===== config.mk =====
export PLATFORM = sky130hd
export DESIGN_NAME = eight_line_async_mux_regs
export DESIGN_NICKNAME = d
export VERILOG_FILES = /design/src/hdl/mux_regs_pkg.sv /design/src/hdl/eight_line_async_mux_regs.sv
export SDC_FILE = /design/constraint.sdc
export NUM_CORES = 2
export LEC_CHECK = 0
export BUFFER_PORTS_ARGS = -buffer_cell sky130_fd_sc_hd__buf_2
export CORE_MARGIN = 2
export CORE_UTILIZATION = 35
export DETAILED_ROUTE_END_ITERATION = 10
export PLACE_DENSITY_LB_ADDON = 0.15
export SLEW_MARGIN = 25
export SYNTH_ARGS = -nofsm -noshare
export SYNTH_HDL_FRONTEND = slang
export SYNTH_SLANG_ARGS = --single-unit

===== constraint.sdc =====
create_clock -name clk_sys -period 4.05 [get_ports clk_sys]
set_input_delay 0.405 -clock clk_sys [delete_from_list [all_inputs] [get_ports clk_sys]]
set_output_delay 0.405 -clock clk_sys [all_outputs]
set_load 0.05 [all_outputs]

===== src/hdl/mux_regs_pkg.sv =====
package mux_regs_pkg;
	// ==========================================================
	// Register addresses (byte address, bit 0 ignored).
	localparam logic [2:0] ADDR_STATUS = 3'h0;
	localparam logic [2:0] ADDR_RXBUF = 3'h2;
	localparam logic [2:0] ADDR_TXCTRL = 3'h4;
	localparam logic [2:0] ADDR_MODEM = 3'h6;
	// ==========================================================
	// Field layouts.
	localparam logic [15:0] STATUS_RW_MASK = 16'h5078;
	localparam int STATUS_CLR_BIT = 4;
	localparam int STATUS_SCAN_BIT = 5;
	localparam int STATUS_READY_BIT = 7;
	localparam int LP_BAUD_LSB = 8;
	localparam int LP_RXON_BIT = 12;
	localparam logic [15:0] LP_USED_MASK = 16'h1fff;
	localparam int RB_LINE_LSB = 8;
	localparam int RB_ERR_LSB = 12;
	localparam logic [15:0] STATUS_RESET = 16'h0000;
	localparam logic [15:0] TXCTRL_RESET = 16'h0000;
	localparam logic [15:0] TXDATA_RESET = 16'h0000;
	// ==========================================================
	// Timing.
	localparam int CLK_MHZ = 20;
	localparam int RESET_PULSE_US = 15;
	localparam int RESET_PULSE_CYC = RESET_PULSE_US * CLK_MHZ;
	localparam int INHIBIT_NS = 500;
	localparam int INHIBIT_CYC = INHIBIT_NS * CLK_MHZ / 1000;
	localparam int STROBE_AT = INHIBIT_CYC / 2;
	localparam int SLOT_NS = 4000;
	localparam int PHASE_CYC = SLOT_NS * CLK_MHZ / 1000 / 4;
	localparam int BAUD_STEP = 16;
	localparam int NUM_LINES = 8;
	localparam int SILO_DEPTH = 64;
	// ==========================================================
	// Scan phases, Gray coded.
	typedef enum logic [1:0] {
		PH1 = 2'b00,
		PH2 = 2'b01,
		PH3 = 2'b11,
		PH4 = 2'b10
	} scan_phase_t;
endpackage : mux_regs_pkg


===== src/hdl/eight_line_async_mux_regs.sv =====
`timescale 1ns/1ns
`default_nettype none

// ==========================================================
// Received-character silo with shift-down behaviour.
module rx_silo #(
	parameter int WIDTH = 16,
	parameter int DEPTH = 64
) (
	// Clock and reset.
	input wire logic clk_sys,
	input wire logic flush,
	// Fill side.
	input wire logic in_valid,
	output logic in_ready,
	input wire logic [WIDTH-1:0] in_data,
	// Drain side.
	output logic out_valid,
	input wire logic out_ready,
	output logic [WIDTH-1:0] out_data
);
	localparam int CW = $clog2(DEPTH + 1);
	logic [WIDTH-1:0] mem_reg [DEPTH];
	logic [CW-1:0] count_reg;
	logic push;
	logic pop;

	assign in_ready = (count_reg != CW'(DEPTH));
	assign out_valid = (count_reg != '0);
	assign out_data = mem_reg[0];
	assign push = in_valid & in_ready;
	assign pop = out_valid & out_ready;

	always_ff @(posedge clk_sys) begin
		if (flush) begin
			count_reg <= '0;
		end else begin
			count_reg <= CW'(count_reg + CW'(push) - CW'(pop));
		end
	end

	// Entries shift down on a pop; a push lands just above the last entry.
	always_ff @(posedge clk_sys) begin
		for (int i = 0; i < DEPTH; i++) begin
			if (pop && i < DEPTH - 1) begin
				mem_reg[i] <= mem_reg[i + 1];
			end
			if (push && CW'(i) == (pop ? CW'(count_reg - 1'b1) : count_reg)) begin
				mem_reg[i] <= in_data;
			end
		end
	end
endmodule : rx_silo

// How it works
// - Silo holds 64 entries of 16 bits.
// - Entry keeps character, line number, error bits.
// - Push in phase 2 when ready and available.
// - Pop only when silo has data and read.
// - Register 2 read gives oldest; advance after read.
// - Character 7:0, line 10:8, errors 15:12.
// - Baud select bits 11:8 latched by control strobe.
// - Bit 12 per line gates receive clock.
// - Receive and transmit share one baud rate.
// - Line parameters write-only at register 2.
// - Parameter write holds off slave sync 500 ns.
// - Control strobe fires midway through hold-off.
// - Status keeps bits 3-6, 12, 14; reset clears.
// - Status accepts byte or word writes.
// - Six registers across four addresses.
// - Transmit control: enables low, ready flags high.
// - Reset pulse clears enables; init clears ready flags.
// - Modem status live, read-only, no interrupts.
// - Transmit data: character low, break high.
// - Break bit forces line output to zero.
// - Per-line receive, transmit run independently.
// - Device reset pulse lasts 15 us.
// - Scanner slot 4 us, four equal phases.
module eight_line_async_mux_regs
	import mux_regs_pkg::*;
#(
	parameter int LINES = mux_regs_pkg::NUM_LINES,
	parameter int DEPTH = mux_regs_pkg::SILO_DEPTH
) (
	// Clock and reset.
	input wire logic clk_sys,
	input wire logic sys_rst,
	// Register port.
	input wire logic [2:0] reg_addr,
	input wire logic bus_read,
	input wire logic bus_write,
	input wire logic [1:0] byte_en,
	input wire logic [15:0] wr_data,
	output logic [15:0] rd_data,
	output logic bus_slave_sync,
	input wire logic bus_init,
	// Scanner and receivers.
	output logic [2:0] scan_line,
	input wire logic rx_data_available,
	input wire logic [7:0] rx_char,
	input wire logic [3:0] rx_errors,
	output logic fifo_push,
	output logic rx_avail_clear,
	// Line parameters and baud clocks.
	output logic [15:0] line_parameters,
	output logic [LINES-1:0] param_strobe,
	output logic [LINES-1:0] tx_baud_clock,
	output logic [LINES-1:0] rx_baud_clock,
	// Transmit side.
	output logic [LINES-1:0] tx_enable,
	output logic [LINES-1:0] terminal_ready,
	output logic [7:0] transmit_char_byte,
	output logic tx_char_load,
	output logic [LINES-1:0] line_break_bit,
	input wire logic [LINES-1:0] tx_serial,
	output logic [LINES-1:0] tx_line_out,
	// Modem pins.
	input wire logic [LINES-1:0] ring_in,
	input wire logic [LINES-1:0] carrier_in,
	// Device reset pulse.
	output logic dev_reset
);
	import mux_regs_pkg::*;

	// ==========================================================
	// Bus decode.
	logic rd_prev_reg;
	logic wr_prev_reg;
	logic wr_rise;
	logic param_write_decode;
	logic rx_buffer_read_decode;
	logic rxbuf_read_reg;
	logic fifo_pop;
	logic [15:0] status_reg;
	logic [15:0] txctrl_reg;
	logic [15:0] txdata_reg;
	logic [15:0] status_next;
	logic [$clog2(RESET_PULSE_CYC+1)-1:0] rst_cnt_reg;
	logic [$clog2(INHIBIT_CYC+1)-1:0] inhib_cnt_reg;
	logic inhibit_active;
	logic [LINES-1:0] ring_s1_reg;
	logic [LINES-1:0] ring_s2_reg;
	logic [LINES-1:0] carr_s1_reg;
	logic [LINES-1:0] carr_s2_reg;
	logic silo_in_ready;
	logic silo_out_valid;
	logic [15:0] silo_out;
	logic [15:0] silo_in;
	scan_phase_t phase_reg;
	logic [$clog2(PHASE_CYC)-1:0] phase_cnt_reg;
	logic pushed_reg;
	logic [LINES-1:0] rx_on_reg;
	logic [3:0] baud_sel_reg [LINES];

	function automatic logic [15:0] merge_bytes(input logic [15:0] old, input logic [15:0] d,
		input logic [1:0] be);
		merge_bytes = {be[1] ? d[15:8] : old[15:8], be[0] ? d[7:0] : old[7:0]};
	endfunction : merge_bytes

	assign wr_rise = bus_write & ~wr_prev_reg;
	assign param_write_decode = wr_rise & (reg_addr[2:1] == ADDR_RXBUF[2:1]) & (byte_en == 2'b11);
	assign rx_buffer_read_decode = bus_read & (reg_addr[2:1] == ADDR_RXBUF[2:1]);
	assign inhibit_active = (inhib_cnt_reg != '0);
	assign dev_reset = (rst_cnt_reg != '0);

	always_ff @(posedge clk_sys) begin
		if (sys_rst) begin
			rd_prev_reg <= 1'b0;
			wr_prev_reg <= 1'b0;
			rxbuf_read_reg <= 1'b0;
		end else begin
			rd_prev_reg <= bus_read;
			wr_prev_reg <= bus_write;
			rxbuf_read_reg <= rx_buffer_read_decode;
		end
	end

	// Slave sync is withheld while the parameter hold-off runs.
	always_ff @(posedge clk_sys) begin
		if (sys_rst) begin
			bus_slave_sync <= 1'b0;
		end else begin
			bus_slave_sync <= (bus_read | bus_write) & ~param_write_decode & ~inhibit_active;
		end
	end

	// ==========================================================
	// Device reset pulse.
	always_ff @(posedge clk_sys) begin
		if (sys_rst) begin
			rst_cnt_reg <= '0;
		end else if (bus_init || (status_reg[STATUS_CLR_BIT] && !dev_reset)) begin
			rst_cnt_reg <= ($bits(rst_cnt_reg))'(RESET_PULSE_CYC);
		end else if (dev_reset) begin
			rst_cnt_reg <= rst_cnt_reg - 1'b1;
		end
	end

	// ==========================================================
	// Control-status register.
	always_comb begin
		status_next = status_reg;
		if (wr_rise && reg_addr[2:1] == ADDR_STATUS[2:1]) begin
			status_next = merge_bytes(status_reg, wr_data, byte_en) & STATUS_RW_MASK;
		end
	end

	// The pulse wipes the clear bit as well, so the bit cannot hold the pulse up forever.
	always_ff @(posedge clk_sys) begin
		if (sys_rst || dev_reset) begin
			status_reg <= STATUS_RESET;
		end else begin
			status_reg <= status_next;
		end
	end

	// ==========================================================
	// Transmit control and transmit data.
	always_ff @(posedge clk_sys) begin
		if (sys_rst) begin
			txctrl_reg <= TXCTRL_RESET;
		end else begin
			if (wr_rise && reg_addr[2:1] == ADDR_TXCTRL[2:1]) begin
				txctrl_reg <= merge_bytes(txctrl_reg, wr_data, byte_en);
			end
			if (dev_reset) begin
				txctrl_reg[7:0] <= TXCTRL_RESET[7:0];
			end
			if (bus_init) begin
				txctrl_reg[15:8] <= TXCTRL_RESET[15:8];
			end
		end
	end

	always_ff @(posedge clk_sys) begin
		if (sys_rst || dev_reset) begin
			txdata_reg <= TXDATA_RESET;
			tx_char_load <= 1'b0;
		end else begin
			tx_char_load <= wr_rise & (reg_addr[2:1] == ADDR_MODEM[2:1]) & byte_en[0];
			if (wr_rise && reg_addr[2:1] == ADDR_MODEM[2:1]) begin
				txdata_reg <= merge_bytes(txdata_reg, wr_data, byte_en);
			end
		end
	end

	assign tx_enable = txctrl_reg[LINES-1:0];
	assign terminal_ready = txctrl_reg[8 +: LINES];
	assign transmit_char_byte = txdata_reg[7:0];
	assign line_break_bit = txdata_reg[8 +: LINES];
	assign tx_line_out = tx_serial & ~line_break_bit;

	// ==========================================================
	// Modem pins pass two flip-flops.
	always_ff @(posedge clk_sys) begin
		if (sys_rst) begin
			ring_s1_reg <= '0;
			ring_s2_reg <= '0;
			carr_s1_reg <= '0;
			carr_s2_reg <= '0;
		end else begin
			ring_s1_reg <= ring_in;
			ring_s2_reg <= ring_s1_reg;
			carr_s1_reg <= carrier_in;
			carr_s2_reg <= carr_s1_reg;
		end
	end

	// ==========================================================
	// Read data; the modem view is live and raises no event; a receive-buffer read pops the silo.
	always_ff @(posedge clk_sys) begin
		if (sys_rst) begin
			rd_data <= 16'h0000;
		end else if (bus_read) begin
			if (reg_addr[2:1] == ADDR_STATUS[2:1]) begin
				rd_data <= status_reg | (16'(silo_out_valid) << STATUS_READY_BIT);
			end else if (reg_addr[2:1] == ADDR_RXBUF[2:1]) begin
				rd_data <= silo_out_valid ? silo_out : 16'h0000;
			end else if (reg_addr[2:1] == ADDR_TXCTRL[2:1]) begin
				rd_data <= txctrl_reg;
			end else begin
				rd_data <= {8'(carr_s2_reg), 8'(ring_s2_reg)};
			end
		end
	end

	// ==========================================================
	// Line parameters: hold-off, control strobe, baud selection.
	always_ff @(posedge clk_sys) begin
		if (sys_rst) begin
			inhib_cnt_reg <= '0;
			line_parameters <= 16'h0000;
		end else if (param_write_decode) begin
			inhib_cnt_reg <= ($bits(inhib_cnt_reg))'(INHIBIT_CYC);
			line_parameters <= wr_data & LP_USED_MASK;
		end else if (inhibit_active) begin
			inhib_cnt_reg <= inhib_cnt_reg - 1'b1;
		end
	end

	always_ff @(posedge clk_sys) begin
		if (sys_rst) begin
			param_strobe <= '0;
		end else begin
			param_strobe <= '0;
			if (inhib_cnt_reg == ($bits(inhib_cnt_reg))'(INHIBIT_CYC - STROBE_AT)) begin
				param_strobe[line_parameters[2:0]] <= 1'b1;
			end
		end
	end

	genvar g;
	generate
		for (g = 0; g < LINES; g++) begin : g_line
			logic [11:0] baud_cnt_reg;
			always_ff @(posedge clk_sys) begin
				if (sys_rst) begin
					baud_sel_reg[g] <= 4'h0;
					rx_on_reg[g] <= 1'b0;
				end else if (param_strobe[g]) begin
					baud_sel_reg[g] <= line_parameters[LP_BAUD_LSB +: 4];
					rx_on_reg[g] <= line_parameters[LP_RXON_BIT];
				end
			end
			// Each line divides the system clock independently.
			always_ff @(posedge clk_sys) begin
				if (sys_rst || param_strobe[g]) begin
					baud_cnt_reg <= 12'h000;
					tx_baud_clock[g] <= 1'b0;
				end else if (baud_cnt_reg == 12'((baud_sel_reg[g] + 5'h01) * BAUD_STEP - 1)) begin
					baud_cnt_reg <= 12'h000;
					tx_baud_clock[g] <= 1'b1;
				end else begin
					baud_cnt_reg <= baud_cnt_reg + 12'h001;
					tx_baud_clock[g] <= 1'b0;
				end
			end
			assign rx_baud_clock[g] = tx_baud_clock[g] & rx_on_reg[g];
		end
	endgenerate

	// ==========================================================
	// Scanner: four equal phases per line slot.
	always_ff @(posedge clk_sys) begin
		if (sys_rst || dev_reset || !status_reg[STATUS_SCAN_BIT]) begin
			phase_reg <= PH1;
			phase_cnt_reg <= '0;
			scan_line <= 3'h0;
		end else if (phase_cnt_reg == ($bits(phase_cnt_reg))'(PHASE_CYC - 1)) begin
			phase_cnt_reg <= '0;
			case (phase_reg)
				PH1: begin
					phase_reg <= PH2;
				end
				PH2: begin
					phase_reg <= PH3;
				end
				PH3: begin
					phase_reg <= PH4;
				end
				default: begin
					phase_reg <= PH1;
					scan_line <= scan_line + 3'h1;
				end
			endcase
		end else begin
			phase_cnt_reg <= phase_cnt_reg + 1'b1;
		end
	end

	assign fifo_push = status_reg[STATUS_SCAN_BIT] & (phase_reg == PH2) & (phase_cnt_reg == '0) & silo_in_ready
		& rx_data_available;

	always_ff @(posedge clk_sys) begin
		if (sys_rst) begin
			pushed_reg <= 1'b0;
			rx_avail_clear <= 1'b0;
		end else begin
			rx_avail_clear <= 1'b0;
			if (fifo_push) begin
				pushed_reg <= 1'b1;
			end else if (pushed_reg && phase_reg == PH3) begin
				pushed_reg <= 1'b0;
				rx_avail_clear <= 1'b1;
			end
		end
	end

	// ==========================================================
	// Silo: pop on the trailing edge of a receive-buffer read.
	assign silo_in = {rx_errors, 1'b0, scan_line, rx_char};
	assign fifo_pop = rxbuf_read_reg & ~bus_read & silo_out_valid;

	rx_silo #(
		.WIDTH(16),
		.DEPTH(DEPTH)
	) u_silo (
		.clk_sys(clk_sys),
		.flush(sys_rst | dev_reset),
		.in_valid(fifo_push),
		.in_ready(silo_in_ready),
		.in_data(silo_in),
		.out_valid(silo_out_valid),
		.out_ready(fifo_pop),
		.out_data(silo_out)
	);

	// ==========================================================
	// Checks.
	a_push_phase: assert property (@(posedge clk_sys) disable iff (sys_rst)
		fifo_push |-> phase_reg == PH2 && rx_data_available && silo_in_ready)
		else $error("push outside phase 2");
	a_pop_trailing: assert property (@(posedge clk_sys) disable iff (sys_rst)
		fifo_pop |-> $past(bus_read) && !bus_read && silo_out_valid)
		else $error("pop not at read trailing edge");
	a_inhibit_sync: assert property (@(posedge clk_sys) disable iff (sys_rst)
		param_write_decode |=> !bus_slave_sync [*8])
		else $error("slave sync during hold-off");
	a_strobe_mid: assert property (@(posedge clk_sys) disable iff (sys_rst)
		param_write_decode |-> ##7 (param_strobe != '0))
		else $error("control strobe not midway");
	a_reset_pulse: assert property (@(posedge clk_sys) disable iff (sys_rst)
		$rose(dev_reset) |-> dev_reset [*8])
		else $error("device reset pulse too short");
	a_break_zero: assert property (@(posedge clk_sys) disable iff (sys_rst)
		(tx_line_out & line_break_bit) == '0)
		else $error("break line not held at zero");
	a_status_mask: assert property (@(posedge clk_sys) disable iff (sys_rst)
		(status_reg & ~STATUS_RW_MASK) == 16'h0000)
		else $error("unused status bit stored");
	a_ready_hold: assert property (@(posedge clk_sys) disable iff (sys_rst)
		dev_reset && !bus_init && !wr_rise |=> txctrl_reg[15:8] == $past(txctrl_reg[15:8]))
		else $error("ready flags cleared by device reset");
	a_rx_gate: assert property (@(posedge clk_sys) disable iff (sys_rst)
		param_strobe[0] |=> rx_on_reg[0] == $past(line_parameters[LP_RXON_BIT]))
		else $error("receiver-on not latched");
	a_lp_latch: assert property (@(posedge clk_sys) disable iff (sys_rst)
		param_strobe[0] |=> baud_sel_reg[0] == $past(line_parameters[11:8]))
		else $error("baud select not latched");
endmodule : eight_line_async_mux_regs

`default_nettype wire


==> impl_metrics.yaml <==
yosys:
  syn_area_um2: 54300
  synth_edf_count: 992
  synth_cell_type_count: 78
  ys_seq_area_frac: 0.643
  yosys_warnings: 0
  ys_ff_latch: 1247
  synthArstFlopShare: 0
  synth_flop_cell: "edfxtp_1"
  avgSynthCellArea_um2: 14.9
  syn_inst: 3637
setup_path:
  reg2reg_slack_ps: 280
  cpPeakStageDelay_ps: 510
  critPathMaxFanout: 16
  end_kind: "flop"
  cp-endpoint: "u_silo.mem_reg[1][289]"
  worst_path_max_delay_cell: "or3_1"
  arrival_ps: 4230
  crit_path_frequent_cell: "inv_1"
  worstReg2RegEnd: "u_silo.mem_reg[1][289]"
  critPathLaunch: "u_silo.count_reg[5]"
  rr_worst_depth: 13
  worstSetupPathType: "flop to flop"
  reg2reg_from: "u_silo.count_reg[5]"
  start_kind: "flop"
  cp.required_ps: 4510
  worstPathCellList: "inv_1 -> ha_1 -> nand4b_1 -> nand2_4 -> inv_1 -> ha_1 -> inv_1 -> or3_1 -> a211oi_2 -> buf_4 -> nand2_2 -> nand2_1 -> buf_12"
sta:
  finalMaxSlewViolations: 0
  setup_viol: 0
  fin_skew_ps: 36.2
  timing.hold.ws_ps: 75.3
  grt_setup_unrepaired: "false"
  final.setup.tns_ps: 0
  period_share: 0.932
  max_freq_ghz: 0.265
  hold_viol_final: 0
  finalCriticalPeriod_ps: 3770
  worst_pin_slew_ps: 1000
  max-slew-margin-rel: 0.333
clock_network:
  cts_sinks: 1247
  h-tree-depth: 4
  clockBufferDepth: 3
  clk_latency_ps: 750
  cts_buffers: 140
  clockRootBuffer: "clkbuf_16"
  cts_tree: "yes"
  clk_pin_slew_ps: 60
route:
  dr.pass1.iters: 5
  drc: 0
  ant_nets: 0
  vias_per_cell: 4.83
  met1_length_mm: 55.1
  met2_length_mm: 56.2
  drt-total-wl_mm: 119
  drt_iter0_markers: 1841
  top_layer_used: "met5"
  wl_per_cell_um: 19.8
  dr_total_vias: 29000
  wl_met3_mm: 5.15
grt:
  grt_max_degree: 65
  overflow: 0
  grt_pass1_vias: 29900
  antenna_found_initial: 6
  grtUsageTotal: 0.150
  grt_pass1_wl_mm: 183
final_layout:
  multi_input_area_um2: 18300
  largest_reg_flops: 960
  seq_area_um2: 34900
  final_nets: 3959
  layout_common_cells: "edfxtp_1, mux2_2, dfxtp_1"
  mostFrequentLayoutCell: "edfxtp_1"
  drive_above_1_share: 0.376
  nFillCells: 14300
  syn2layout_area_growth_pct: 14.7
floorplanning:
  die_area_um2: 158000
  die_h_um: 398
  fp-row-count: 144
  io-pin-count: 167
  die_x_um: 398
  start_util: 0.353
  design.core.area_um2: 154000
place:
  gp_congestion: 0.764
  port_buffers: 162
  place_hpwl_mm: 73.4
power:
  p_per_area_nw_per_um2: 424
  vdd_ir_drop_max_mv: 0.373
  p_leak_nw: 20.5
hold_path:
  hp-class: "input pin to flop"
flow_run:
  maxCapViolations: 0
run_status:
  status: "completed"
## repair_timing
item / CTS / global route
resized for setup: 0 / 3
hold buffers: 34 / 0
endpoints found under the setup margin: 0 / 134
setup buffers: 0 / 1
hold endpoints to repair: 73 / 0
## layout make-up
type,count,area share
Inverter,42,0.00253
Antenna cell,1,0.0000402
Clock buffer,185,0.0612
Sequential cell,1247,0.560
Multi-Input combinational cell,2105,0.293
Timing Repair Buffer,315,0.0343
Clock inverter,65,0.00737
Tap cell,2044,0.0411
## stage by stage
step / std cells / utilization / total power (W) / setup WS [ps] / cell area, um^2
floorplan: 3639 / - / 0.0144 / 133 / 54300
global placement: 5717 / 0.374 / 0.0146 / 164 / 57600
detailed placement: 5717 / 0.374 / 0.0146 / 77.9 / 57600
CTS: 6001 / 0.404 / 0.0268 / 35.9 / 62200
global route: 6004 / 0.404 / 0.0273 / 10.8 / 62300
finish: 6004 / 0.404 / 0.0264 / 275 / 62300
## cells by family after synthesis
logic type | count (synthesis) | synth area share
flops | 1247 | 0.643
mux | 1018 | 0.210
simple gates | 739 | 0.0694
buf+inv | 287 | 0.0232
compound gates | 156 | 0.0213
xor+xnor | 144 | 0.0232
fa+ha+maj | 45 | 0.0105
other cells | 1 | 0.0000691
## worst min path at each step
| stage | startpoint | end | slack, ps | cells past startpoint |
|---|---|---|---|---|
| global placement | ring_s1_reg[6] | ring_s2_reg[6] | 420 | 1 |
| detailed placement | carr_s1_reg[2] | carr_s2_reg[2] | 420 | 1 |
| CTS | byte_en[0] | tx_char_load | 10 | 3 |
| finish | byte_en[0] | tx_char_load | 80 | 3 |
| global route | byte_en[0] | tx_char_load | 40 | 3 |
| floorplan | g_line[1].baud_cnt_reg[0] | g_line[1].baud_cnt_reg[0] | 410 | 1 |
## synthesized netlist by cell type (41+ instances only)
cell type | count | area, um^2
nor2_1 | 207 | 777
xor2_1 | 71 | 622
buf_2 | 66 | 330
ha_1 | 44 | 551
mux2_2 | 933 | 10500
edfxtp_1 | 992 | 29800
nand2_1 | 129 | 484
nor2b_1 | 52 | 325
nand3_1 | 65 | 325
xnor2_1 | 73 | 639
inv_1 | 42 | 158
and2_1 | 57 | 357
mux2i_1 | 57 | 571
a21oi_1 | 41 | 205
dfxtp_1 | 255 | 5100
clkbuf_1 | 136 | 510
## worst max-delay path, delay by kind of cell (launching register included)
kind / cells / cell delay (ps)
adder cells (fa/ha/maj): 2 / 610
AO/OA/AOI/OAI: 1 / 180
AND/OR/NAND/NOR: 5 / 1570
flip-flops: 1 / 340
buffers and inverters: 5 / 740
## per-layer routing
layer | GRT usage | up-vias
li1 | - | 14000
met1 | 0.200 | 14300
met2 | 0.247 | 498
met3 | 0.0293 | 171
met4 | 0.0400 | 4
met5 | 0 | -
## power breakdown
part           internal, W  switching [W]
clock network      0.00691        0.00508
logic             0.000185       0.000442
registers           0.0137      0.0000508
No activity file was read; power rests on OpenSTA's default activity.
